File: src/rtl/seg_lcd_pkg.sv
package seg_lcd_pkg;
  // =========================================================
  // register map (word index on the plain port)
  localparam logic [5:0] CTRL_OFS     = 6'h00;
  localparam logic [5:0] PHASE_OFS    = 6'h01;
  localparam logic [5:0] ROLE_OFS     = 6'h02;
  localparam logic [5:0] PIXEL_OFS    = 6'h08;
  localparam logic [5:0] STATUS_OFS   = 6'h20;
  localparam int         ROLE_REGS    = 6;
  localparam int         PIXEL_REGS   = 24;
  // =========================================================
  // field positions
  localparam int CTRL_ON_POS    = 7;
  localparam int CTRL_SLEEP_POS = 6;
  localparam int CTRL_CS_POS    = 2;
  localparam int CTRL_MUX_POS   = 0;
  localparam int PH_TYPEB_POS   = 7;
  localparam int PH_BIAS_POS    = 4;
  localparam int PH_PRE_POS     = 0;
  // =========================================================
  // reset values
  localparam logic [7:0] CTRL_RST  = 8'h13;
  localparam logic [7:0] PHASE_RST = 8'h00;
  localparam logic [7:0] DATA_RST  = 8'h00;

  typedef enum logic [1:0] {MUX_STATIC, MUX_HALF, MUX_THIRD, MUX_QUARTER} mux_t;
  typedef enum logic [1:0] {BIAS_STATIC, BIAS_HALF, BIAS_THIRD, BIAS_RSVD} bias_t;

  typedef struct packed {
    logic [5:0] addr;
    logic [7:0] wdata;
    logic       wr;
    logic       rd;
  } bus_req_t;

  // panel level: 0..3 in thirds of full drive
  typedef logic [1:0] level_t;
endpackage

File: src/rtl/segment_lcd_driver.sv
// Overview of operation
// - static, half, third, quarter multiplex backplanes
// - frontplane count is 16, 24 or 42
// - bias static, half or third selectable
// - one of three clocks, then prescaler
// - 16-build quarter mux: shared pin is backplane
// - phase register: prescaler and waveform type
// - pin role bit: frontplane or port function
// - six pin role bytes, ascending groups
// - pixel bit one dark, zero clear
// - low pixel index: 3*backplane plus group
// - high pixel index: 12+3*backplane+group
// - 16-build lacks indices 2,5,8,11
// - module on bit starts and stops waveforms
// - sleep stop clear keeps running asleep
`timescale 1ns/1ps
`default_nettype none
module segment_lcd_driver #(
  parameter int SEGS = 24
) (
  input  wire logic                  clock,
  input  wire logic                  rst_n,
  input  wire seg_lcd_pkg::bus_req_t bus,
  output logic [7:0]                 rdata,
  input  wire logic [2:0]            srcClk,
  input  wire logic                  sleeping,
  output logic [3:0][1:0]            backLevel,
  output logic [41:0][1:0]           frontLevel,
  output logic [41:0]                frontActive,
  output logic                       running
);
  import seg_lcd_pkg::*;

  // =========================================================
  // state
  typedef struct packed {
    logic [7:0]                   ctrl;
    logic [7:0]                   phase;
    logic [ROLE_REGS-1:0][7:0]    role;
    logic [PIXEL_REGS-1:0][7:0]   pixel;
    logic [7:0]                   rdata;
    logic [2:0][2:0]              sync;
    logic [3:0]                   preCnt;
    logic                         srcSeen;
    logic [1:0]                   bp;
    logic                         frame;
    logic [3:0][1:0]              back;
    logic [41:0][1:0]             front;
  } state_t;

  state_t stateReg;
  state_t stateNext;

  function automatic logic implemented(input logic [5:0] idx);
    logic ok;
    ok = 1'b1;
    if (idx >= ROLE_OFS && idx < ROLE_OFS + 6'(ROLE_REGS))
      ok = (idx - ROLE_OFS) < 6'((SEGS + 7) / 8);
    else if (idx >= PIXEL_OFS && idx < PIXEL_OFS + 6'(PIXEL_REGS)) begin
      if (SEGS <= 24 && (idx - PIXEL_OFS) >= 6'h0C)
        ok = 1'b0;
      if (SEGS == 16 && (idx - PIXEL_OFS) % 3 == 2)
        ok = 1'b0;
    end
    return ok;
  endfunction

  // pixel register index for segment s and backplane b
  function automatic int pixIdx(input int s, input int b);
    if (s < 24)
      return 3 * b + s / 8;
    return 12 + 3 * b + (s - 24) / 8;
  endfunction

  logic       srcLvl;
  logic       srcPrev;
  logic       tick;
  logic [1:0] muxSel;
  logic [1:0] biasSel;
  logic       typeB;
  logic       enabled;
  logic [1:0] lastBp;
  logic       bpDrive;
  logic       pix;
  logic       shared;
  logic [2:0] clkSel;

  always_comb begin
    stateNext = stateReg;
    bpDrive   = 1'b0;
    pix       = 1'b0;
    muxSel  = stateReg.ctrl[CTRL_MUX_POS +: 2];
    biasSel = stateReg.phase[PH_BIAS_POS +: 2];
    typeB   = stateReg.phase[PH_TYPEB_POS];
    // runs while the on bit is set, unless asleep with the sleep stop bit set
    enabled = stateReg.ctrl[CTRL_ON_POS]
            & ~(sleeping & stateReg.ctrl[CTRL_SLEEP_POS]);
    lastBp  = muxSel;
    shared  = (SEGS == 16) && (muxSel == MUX_QUARTER);
    clkSel  = 3'(stateReg.ctrl[CTRL_CS_POS +: 2]);

    // =========================================================
    // bus slave
    stateNext.rdata = 8'h00;
    if (bus.wr && implemented(bus.addr)) begin
      if (bus.addr == CTRL_OFS)
        stateNext.ctrl = bus.wdata;
      else if (bus.addr == PHASE_OFS)
        stateNext.phase = bus.wdata;
      else if (bus.addr >= ROLE_OFS && bus.addr < ROLE_OFS + 6'(ROLE_REGS))
        stateNext.role[3'(bus.addr - ROLE_OFS)] = bus.wdata;
      else if (bus.addr >= PIXEL_OFS && bus.addr < PIXEL_OFS + 6'(PIXEL_REGS))
        stateNext.pixel[5'(bus.addr - PIXEL_OFS)] = bus.wdata;
    end
    if (bus.rd && implemented(bus.addr)) begin
      if (bus.addr == CTRL_OFS)
        stateNext.rdata = stateReg.ctrl;
      else if (bus.addr == PHASE_OFS)
        stateNext.rdata = stateReg.phase;
      else if (bus.addr >= ROLE_OFS && bus.addr < ROLE_OFS + 6'(ROLE_REGS))
        stateNext.rdata = stateReg.role[3'(bus.addr - ROLE_OFS)];
      else if (bus.addr >= PIXEL_OFS && bus.addr < PIXEL_OFS + 6'(PIXEL_REGS))
        stateNext.rdata = stateReg.pixel[5'(bus.addr - PIXEL_OFS)];
      else if (bus.addr == STATUS_OFS)
        stateNext.rdata = {4'h0, enabled, stateReg.frame, stateReg.bp};
    end

    // =========================================================
    // clock source select and prescaler
    for (int i = 0; i < 3; i++)
      stateNext.sync[i] = {stateReg.sync[i][1:0], srcClk[i]};
    if (clkSel > 3'd2)
      clkSel = 3'd2;
    // a level counts only once the second and third stages agree
    srcLvl  = stateReg.sync[clkSel][2];
    srcPrev = stateReg.srcSeen;
    tick    = 1'b0;
    if (stateReg.sync[clkSel][1] == srcLvl)
      stateNext.srcSeen = srcLvl;
    if (srcLvl && stateReg.sync[clkSel][1] && !srcPrev) begin
      if (stateReg.preCnt >= stateReg.phase[PH_PRE_POS +: 4]) begin
        stateNext.preCnt = 4'h0;
        tick = 1'b1;
      end else
        stateNext.preCnt = stateReg.preCnt + 4'h1;
    end

    // =========================================================
    // phase sequencing: type A inverts within a phase pair,
    // type B inverts on alternate frames
    if (!enabled) begin
      stateNext.bp     = 2'd0;
      stateNext.frame  = 1'b0;
      stateNext.preCnt = 4'h0;
      stateNext.back   = '0;
      stateNext.front  = '0;
    end else if (tick) begin
      if (typeB) begin
        if (stateReg.bp >= lastBp) begin
          stateNext.bp    = 2'd0;
          stateNext.frame = ~stateReg.frame;
        end else
          stateNext.bp = stateReg.bp + 2'd1;
      end else begin
        stateNext.frame = ~stateReg.frame;
        if (stateReg.frame)
          stateNext.bp = (stateReg.bp >= lastBp) ? 2'd0 : stateReg.bp + 2'd1;
      end
      for (int b = 0; b < 4; b++) begin
        bpDrive = (2'(b) == stateNext.bp);
        if (2'(b) > lastBp)
          stateNext.back[b] = (biasSel == BIAS_THIRD) ? 2'd1 : 2'd1;
        else if (biasSel == BIAS_STATIC)
          stateNext.back[b] = stateNext.frame ? 2'd3 : 2'd0;
        else if (bpDrive)
          stateNext.back[b] = stateNext.frame ? 2'd3 : 2'd0;
        else if (biasSel == BIAS_HALF)
          stateNext.back[b] = 2'd1;
        else
          stateNext.back[b] = stateNext.frame ? 2'd1 : 2'd2;
      end
      for (int s = 0; s < 42; s++) begin
        pix = stateReg.pixel[pixIdx(s, int'(stateNext.bp))][s % 8];
        if (biasSel == BIAS_STATIC || biasSel == BIAS_HALF)
          stateNext.front[s] = (pix ^ stateNext.frame) ? 2'd3 : 2'd0;
        else if (pix)
          stateNext.front[s] = stateNext.frame ? 2'd0 : 2'd3;
        else
          stateNext.front[s] = stateNext.frame ? 2'd2 : 2'd1;
      end
    end
  end

  always_ff @(posedge clock or negedge rst_n) begin
    if (!rst_n) begin
      stateReg       <= '0;
      stateReg.ctrl  <= CTRL_RST;
      stateReg.phase <= PHASE_RST;
    end else begin
      stateReg <= stateNext;
    end
  end

  // =========================================================
  // outputs
  always_comb begin
    rdata     = stateReg.rdata;
    running   = enabled;
    backLevel = stateReg.back;
    for (int s = 0; s < 42; s++) begin
      frontActive[s] = (s < SEGS) && stateReg.role[s / 8][s % 8];
      frontLevel[s]  = frontActive[s] ? stateReg.front[s] : 2'd0;
    end
    if (shared) begin
      frontActive[15] = 1'b0;
      frontLevel[15]  = 2'd0;
    end
  end
endmodule // segment_lcd_driver
`default_nettype wire

File: config.mk
export PLATFORM = sky130hd
export DESIGN_NAME = segment_lcd_driver
export DESIGN_NICKNAME = d
export VERILOG_FILES = /design/src/rtl/seg_lcd_pkg.sv /design/src/rtl/segment_lcd_driver.sv
export SDC_FILE = /design/constraint.sdc
export NUM_CORES = 1
export LEC_CHECK = 0
export BUFFER_PORTS_ARGS = -buffer_cell sky130_fd_sc_hd__buf_2
export CAP_MARGIN = 20
export CORE_AREA = 5 5 235 237
export CTS_BUF_LIST = sky130_fd_sc_hd__clkbuf_8 sky130_fd_sc_hd__clkbuf_16
export DETAILED_ROUTE_END_ITERATION = 7
export DIE_AREA = 0 0 240 242
export SETUP_SLACK_MARGIN = 0.2
export SLEW_MARGIN = 20
export SYNTH_ARGS = -nofsm -noshare
export SYNTH_HDL_FRONTEND = slang
export SYNTH_SLANG_ARGS = --single-unit
File: constraint.sdc
create_clock -name clock -period 6.1 [get_ports clock]
set_input_delay 0.305 -clock clock [delete_from_list [all_inputs] [get_ports clock]]
set_output_delay 0.305 -clock clock [all_outputs]
set_load 0.03 [all_outputs]
After elaboration in Yosys (flattened, before gate mapping) --
Cells that the tools add are included.
Word-level totals: register bits after elaboration 337, word-level logic and storage cells 432, bits in writable memories 0, memories 0, latch bits 0, output and inout port bits 143, bits of input ports 22, memory bits (read-only) 0
Operators by class: mux-type cells 249, add/subtract/negate cells 12, $mul 1, shift operators 0, equal/unequal tests 9, bitwise operators 49, reduce and logical (&&, ||, !) cells 17, order comparisons 27, div/mod/pow operators 0
Operators by type and width (count):
- two-way mux 32 bit | 18
- binary-select mux 8 bit (select 5 bit) | 10
- two-way mux 2 bit | 172
- less-than comparator 32 x 7 -> 1 bit, second input constant | 8
- bitwise mux 192 bit | 1
- two-way mux 95 bit | 2
- two-way mux 8 bit | 19
- adder 32 x 2 -> 32 bit, second input constant | 3
- adder 32 x 3 -> 32 bit, second input constant | 2
- bitwise mux 48 bit | 1
- bitwise XOR 1 bit | 42
- demux 8 bit (select 5 bit) | 1
- adder 32 x 1 -> 32 bit, second input constant | 1
- binary-select mux 8 bit (select 3 bit) | 1
- demux 8 bit (select 3 bit) | 1
- two-way mux 4 bit | 4
- two-way mux 1 bit | 14
- greater-or-equal comparator 6 x 4 -> 1 bit, second input constant | 2
- less-than comparator 6 bit, second input constant | 2
- two-way mux 3 bit | 4
- logical AND 1 bit | 8
- adder 5 x 2 -> 6 bit, second input constant | 1
- binary-select mux 3 bit (select 2 bit) | 1
- == test 6 x 1 -> 1 bit, second input constant | 1
- 35 further kinds | 45

Depth between registers and ports, before layout --
word-level depth 23, gate-level depth with buffers 22, gate-level depth less buffers 14

Worst setup path before layout --
OpenSTA, ideal clock, no wires.
path type reg-to-reg, start register stateReg[93] in the netlist's numbering, end register stateReg[35] in the netlist's numbering, required time 5978 ps, data arrival time 4196 ps, clock period less this slack 4318 ps, buffers on the path 8, path slack 1782 ps, stages on the path, launching flop included 23, setup time 122 ps, path through dfrtp_1 -> buf_6 -> inv_1 -> clkbuf_1 -> ha_1 -> nand2b_1 -> clkbuf_1 -> a211oi_4 -> nor2_4 -> inv_4 -> buf_6 -> buf_2 -> ha_1 -> clkbuf_1 -> clkbuf_1 -> nand2_1 -> clkbuf_1 -> o22ai_1 -> nand3_1 -> nand4_1 -> a211o_1 -> nand3_1 -> a32o_1
On the way: longest elaborated chain between the ends 19, elaborated cells on any way between the ends 25, those cells by class 3 x add/sub; 1 x mul; 1 x order compare; 19 x mux; 1 x bitwise
Ends and longest elaborated chain:
- start: declaration | line segment_lcd_driver.sv:51 | state_t stateReg;
- start signal: assignment | line segment_lcd_driver.sv:200 | stateReg <= stateNext;
- adder 2 x 1 -> 2 bit / greater-or-equal comparator 2 bit (equally long branches) | line segment_lcd_driver.sv:163, segment_lcd_driver.sv:167, segment_lcd_driver.sv:159
- two-way mux 2 bit | line segment_lcd_driver.sv:159, segment_lcd_driver.sv:167
- two-way mux 2 bit | line segment_lcd_driver.sv:166 | if (stateReg.frame)
- two-way mux 3 bit (*) | line segment_lcd_driver.sv:158 | if (typeB) begin
- two-way mux 3 bit (*) | line segment_lcd_driver.sv:157 | end else if (tick) begin
- two-way mux 3 bit (*) | line segment_lcd_driver.sv:151 | if (!enabled) begin
- multiplier 2 x 2 -> 4 bit | line segment_lcd_driver.sv:71, segment_lcd_driver.sv:72
- adder 32 x 3 -> 32 bit / adder 4 x 4 -> 5 bit (equally long branches) | line segment_lcd_driver.sv:71, segment_lcd_driver.sv:72
- [... 2 more ...]
- two-way mux 32 bit | line segment_lcd_driver.sv:151
- binary-select mux 8 bit (select 5 bit) | line segment_lcd_driver.sv:183 | pix = stateReg.pixel[pixIdx(s, int'(stateNext.bp))][s % 8];
- two-way mux 8 bit (2 in a row)
- bitwise XOR 1 bit | line segment_lcd_driver.sv:185 | stateNext.front[s] = (pix ^ stateNext.frame) ? 2'd3 : 2'd0;
- two-way mux 2 bit | line segment_lcd_driver.sv:185
- two-way mux 2 bit (*) | line segment_lcd_driver.sv:184 | if (biasSel == BIAS_STATIC || biasSel == BIAS_HALF)
- two-way mux 95 bit (*) | line segment_lcd_driver.sv:157
- two-way mux 95 bit (*) | line segment_lcd_driver.sv:151
Mark *: on every way between the ends. The rest lies on a longest branch, timed or not. The select of a mux whose other input is x is not followed. A chain may end at the register's enable or synchronous reset.

Worst setup path in the final report --
start register stateReg[93] in the netlist's numbering, end register stateReg[45] in the netlist's numbering
On the way: longest elaborated chain between the ends 19, elaborated cells on any way between the ends 25, those cells by class 3 x add/sub; 1 x mul; 1 x order compare; 19 x mux; 1 x bitwise
Ends and longest elaborated chain (line):
- adder 2 x 1 -> 2 bit / greater-or-equal comparator 2 bit (equally long branches) | segment_lcd_driver.sv:163, segment_lcd_driver.sv:167, segment_lcd_driver.sv:159
- two-way mux 2 bit | segment_lcd_driver.sv:159, segment_lcd_driver.sv:167
- two-way mux 2 bit | segment_lcd_driver.sv:166
- two-way mux 3 bit (*) | segment_lcd_driver.sv:158
- two-way mux 3 bit (*) | segment_lcd_driver.sv:157
- two-way mux 3 bit (*) | segment_lcd_driver.sv:151
- multiplier 2 x 2 -> 4 bit | segment_lcd_driver.sv:71, segment_lcd_driver.sv:72
- adder 32 x 3 -> 32 bit / adder 4 x 4 -> 5 bit (equally long branches) | segment_lcd_driver.sv:71, segment_lcd_driver.sv:72
- [... 3 more ...]
- binary-select mux 8 bit (select 5 bit) | segment_lcd_driver.sv:183
- two-way mux 8 bit (implied by the code) | segment_lcd_driver.sv:183
- two-way mux 8 bit
- bitwise XOR 1 bit | segment_lcd_driver.sv:185
- two-way mux 2 bit | segment_lcd_driver.sv:185
- two-way mux 2 bit (*) | segment_lcd_driver.sv:184
- two-way mux 95 bit (*) | segment_lcd_driver.sv:157
- two-way mux 95 bit (*) | segment_lcd_driver.sv:151
Marked as above.

==> summary.md <==
| Metric | Value |
|---|---|
| Critical path cell sequence | inv_1 > buf_4 > ha_1 > nand2b_1 > a2111oi_0 > a311o_1 > ha_1 > nor2b_1 > a21oi_1 > o21ai_0 > nand2_1 > a22oi_1 > nor2_1 > or3_1 |
| Initial DRC count | between 1500 and 2000 |
| Post-layout total power | about 6400 uW |
| Fraction of layout instances using a drive strength above 1 | 30.5% |
| Clock buffer depth | 3 |
| Hold_sp | bus[0] |
| # rows | 85 |
| Hpwl dp | 54400 um |
| # DRC | 0 |
| H-tree levels | 2 |
| Syn_area_per_cell | 10.8 sq um |
| Worst EP arrival | ~5.8 ns |
| Synth cell types | 85 |
| Buf/Inv on CP | 2 |
| Share of the synthesized area in the top cell type | 40.1% |
| TritonCTS Buffers | 38 |
| WHS Path Cells | 3 |
| Fin Setup TNS | 0 ns |
| Critical path's slowest cell | o21ai_0 |
| Period utilization | slightly below 90% |
| # clock sinks | between 300 and 400 |
| Fillers | 4983 |
| Synth area leader | dfrtp_1 |
| CP Capture Type | flip-flop |
| IO Pins | 165 |
| Top_reg_cell synth | dfrtp_1 |
| Gates resized, CTS repair | 0 |
| Vias in the first global route | 16100 |
| Setup crit start kind | flip-flop |
| Worst-skew pair later-pin latency | 0.58 ns |
| Total number of yosys warnings | 0 |
| Worst-Margin Slew | 1.10 ns |
| Die X | 240 um |
| Gr usage total | about a quarter |
| Congestion Overflow GR | 0 |
| CTS root buf | clkbuf_16 |
| Sequential Area | 8440 sq um |
| Post-route antenna net violation count | 0 |
| Status | finished clean |
| Worst Hold Endpoint | rdata[6]$_DFF_PN0_ |
| VDD IR max | approximately 0.16 mV |
| Cell Area, Synth | 20800 sq um |
| Leakage | 0.0106 uW |
| WL final | ~77000 um |
| Slew HR | 26.2% |
| Core area | 53100 sq um |
| Die area | 58100 sq um |
| Area added between synthesis and finish | 10.1% |
| Most common cell in the netlist | dfrtp_1 |
| Post-synth EDFFs | 0 |
| Pins Over Slew Limit | 0 |
| Die height | 242 um |
| CP Class | flip-flop to flip-flop |
| Input/output buffers | 110 |
| Pre-CTS WS | between 0.9 and 1 ns |
| Initial antenna violation count | 4 |
| Worst hold path class | input port to flip-flop |
| Final setup violation count | 0 |
| Final Critical Period | 5.33 ns |
| CP max FO | 16 |
| Max cap viols | 0 |
| Crit path top cell by count | ha_1 |
| Total number of vias | approximately 17000 |
| PnR worst setup slack | 0.765 ns |
| TritonCTS clock tree | built |
| Final Hold Vio Count | 0 |
| Final setup skew | 0.0146 ns |
| Synth top area cells | dfrtp_1 (40%), mux2_2 (15%), mux4_2 (7.8%) |
| First-pass GRT wire length | 113000 um |
| R2R Path Start | stateReg[93]$_DFFE_PN0P_ |
| Most frequent cells after synthesis | dfrtp_1 (334), mux2_2 (273), nand2_1 (147) |
| Worst R2R End | stateReg[45]$_DFFE_PN0P_ |
| RSZ-0062 raised after global routing | no |
| Reg2reg path depth | 14 |
| Fmax | 0.187 GHz |
| Worst Path Required | approximately 6.6 ns |
| Initial Util | 39.3% |
| Number of post-CTS setup repair buffers | 0 |
| Ys async rst share | 100% |
| Cell count after synthesis | 1928 |
| Total iterations of the first detailed-routing run | 6 |
| Top delay family on crit path | compound AO/OA/AOI/OAI gates |
| Drt via density | 6.26 |
| Drt wl/cell | between 20 and 30 um |
| Pwr Density | 279 nW/um^2 |
| Final #Nets | 1983 |
| Routability cong. | 0.999 |
| CP peak stage delay | between 0.6 and 0.7 ns |
| Largest net degree at the start of global routing | 123 |
| Multi-input gate area | 11200 sq um |
| Sequential share of the synthesized area | 40.5% |
| Clk slew on worst S/H paths | about 0.06 ns |
| Synth Register Bits | about 340 |
| Reg2reg setup slack | 0.77 ns |
[layout by cell type, fill, tap and decap left out, drive strengths merged, types with 54 or more instances in the layout]
cell type	count
nor2	93
mux2i	58
a21oi	59
nand2	147
o21ai	86
dfrtp	334
conb	54
mux2	273
buf	148
a211oi	54
mux4	73
and2	55
[kinds of logic after synthesis]
group,Yosys count,synth area share [%]
AO/OA/AOI/OAI,383,12.8
XOR/XNOR,24,1.01
multiplexers,404,25.4
other,1,0.0180
buffers and inverters,258,6.88
flip-flops,337,40.5
adder cells (fa/ha/maj),21,1.26
AND/OR/NAND/NOR,500,12.2
[worst max path at each step]
stage                                         from                       end  slack [ns]  depth (start not counted)
final                     stateReg[93]$_DFFE_PN0P_  stateReg[45]$_DFFE_PN0P_        0.77                         14
after detailed placement  stateReg[93]$_DFFE_PN0P_  stateReg[32]$_DFFE_PN0P_        0.92                         16
after CTS                 stateReg[93]$_DFFE_PN0P_  stateReg[32]$_DFFE_PN0P_        0.91                         16
after floorplan           stateReg[93]$_DFFE_PN0P_  stateReg[35]$_DFFE_PN0P_        1.78                         22
after global routing      stateReg[93]$_DFFE_PN0P_  stateReg[45]$_DFFE_PN0P_        0.53                         14
after global placement    stateReg[93]$_DFFE_PN0P_   stateReg[5]$_DFFE_PN0P_        0.92                         13
[routing by layer]
metal  wire length, um  global-route usage [%]  vias to the layer above
met1             30700                    34.8                     8471
li1                  -                       -                     7088
met4              4160                    10.9                        4
met5                29                       0                        -
met3              6440                    4.42                      181
met2             35200                    40.5                      937
[worst register-to-register path: cells and delay by family (launching register included)]
kind | cells | cell delay [ns]
AOI/OAI and AO/OA | 5 | 1.90
adders and majority gates | 2 | 0.82
and+or+nand+nor | 5 | 1.84
DFF | 1 | 0.39
buffers and inverters | 2 | 0.27
[flip-flops by register name, summed over array words and instances, names as in the netlist]
name / cells
stateNext: 6
stateReg: 286
lastBp: 2
srcPrev: 1
backLevel: 8
biasSel: 2
rdata: 8
frontActive: 24
[report_power, final]
part           leakage, uW  internal (uW)  total [uW]  switching (uW)
registers          0.00461           2360        2520             157
logic              0.00524            451        1270             818
clock network     0.000701           1600        2610            1020
total               0.0106           4410        6400            1990
[timing repair]
action	in CTS	in global routing
endpoints found under the setup margin	0	0
endpoints found under the hold margin	123	0
hold buffers	4	0
[through the flow]
stage	instance area, sq um	hold slack [ns]	util [%]	std cells
6_report	23000	0.243	43.2	2666
2_1_floorplan	21000	0.00941	-	1981
5_1_grt	22900	0.250	43.2	2665
3_3_place_gp	21500	0.335	40.5	2592
3_5_place_dp	21500	0.340	40.5	2592
4_1_cts	22900	0.212	43.2	2665
[cell type report]
| class | instances | area share (%) |
|---|---|---|
| Multi-Input combinational cell | 1386 | 48.8 |
| Clock inverter | 27 | 1.75 |
| Antenna cell | 1 | 0.0109 |
| Inverter | 25 | 0.420 |
| Timing Repair Buffer | 152 | 3.99 |
| Sequential cell | 337 | 36.8 |
| Tap cell | 696 | 3.79 |
| Clock buffer | 42 | 4.43 |
No activity file was read; power rests on OpenSTA's default activity.
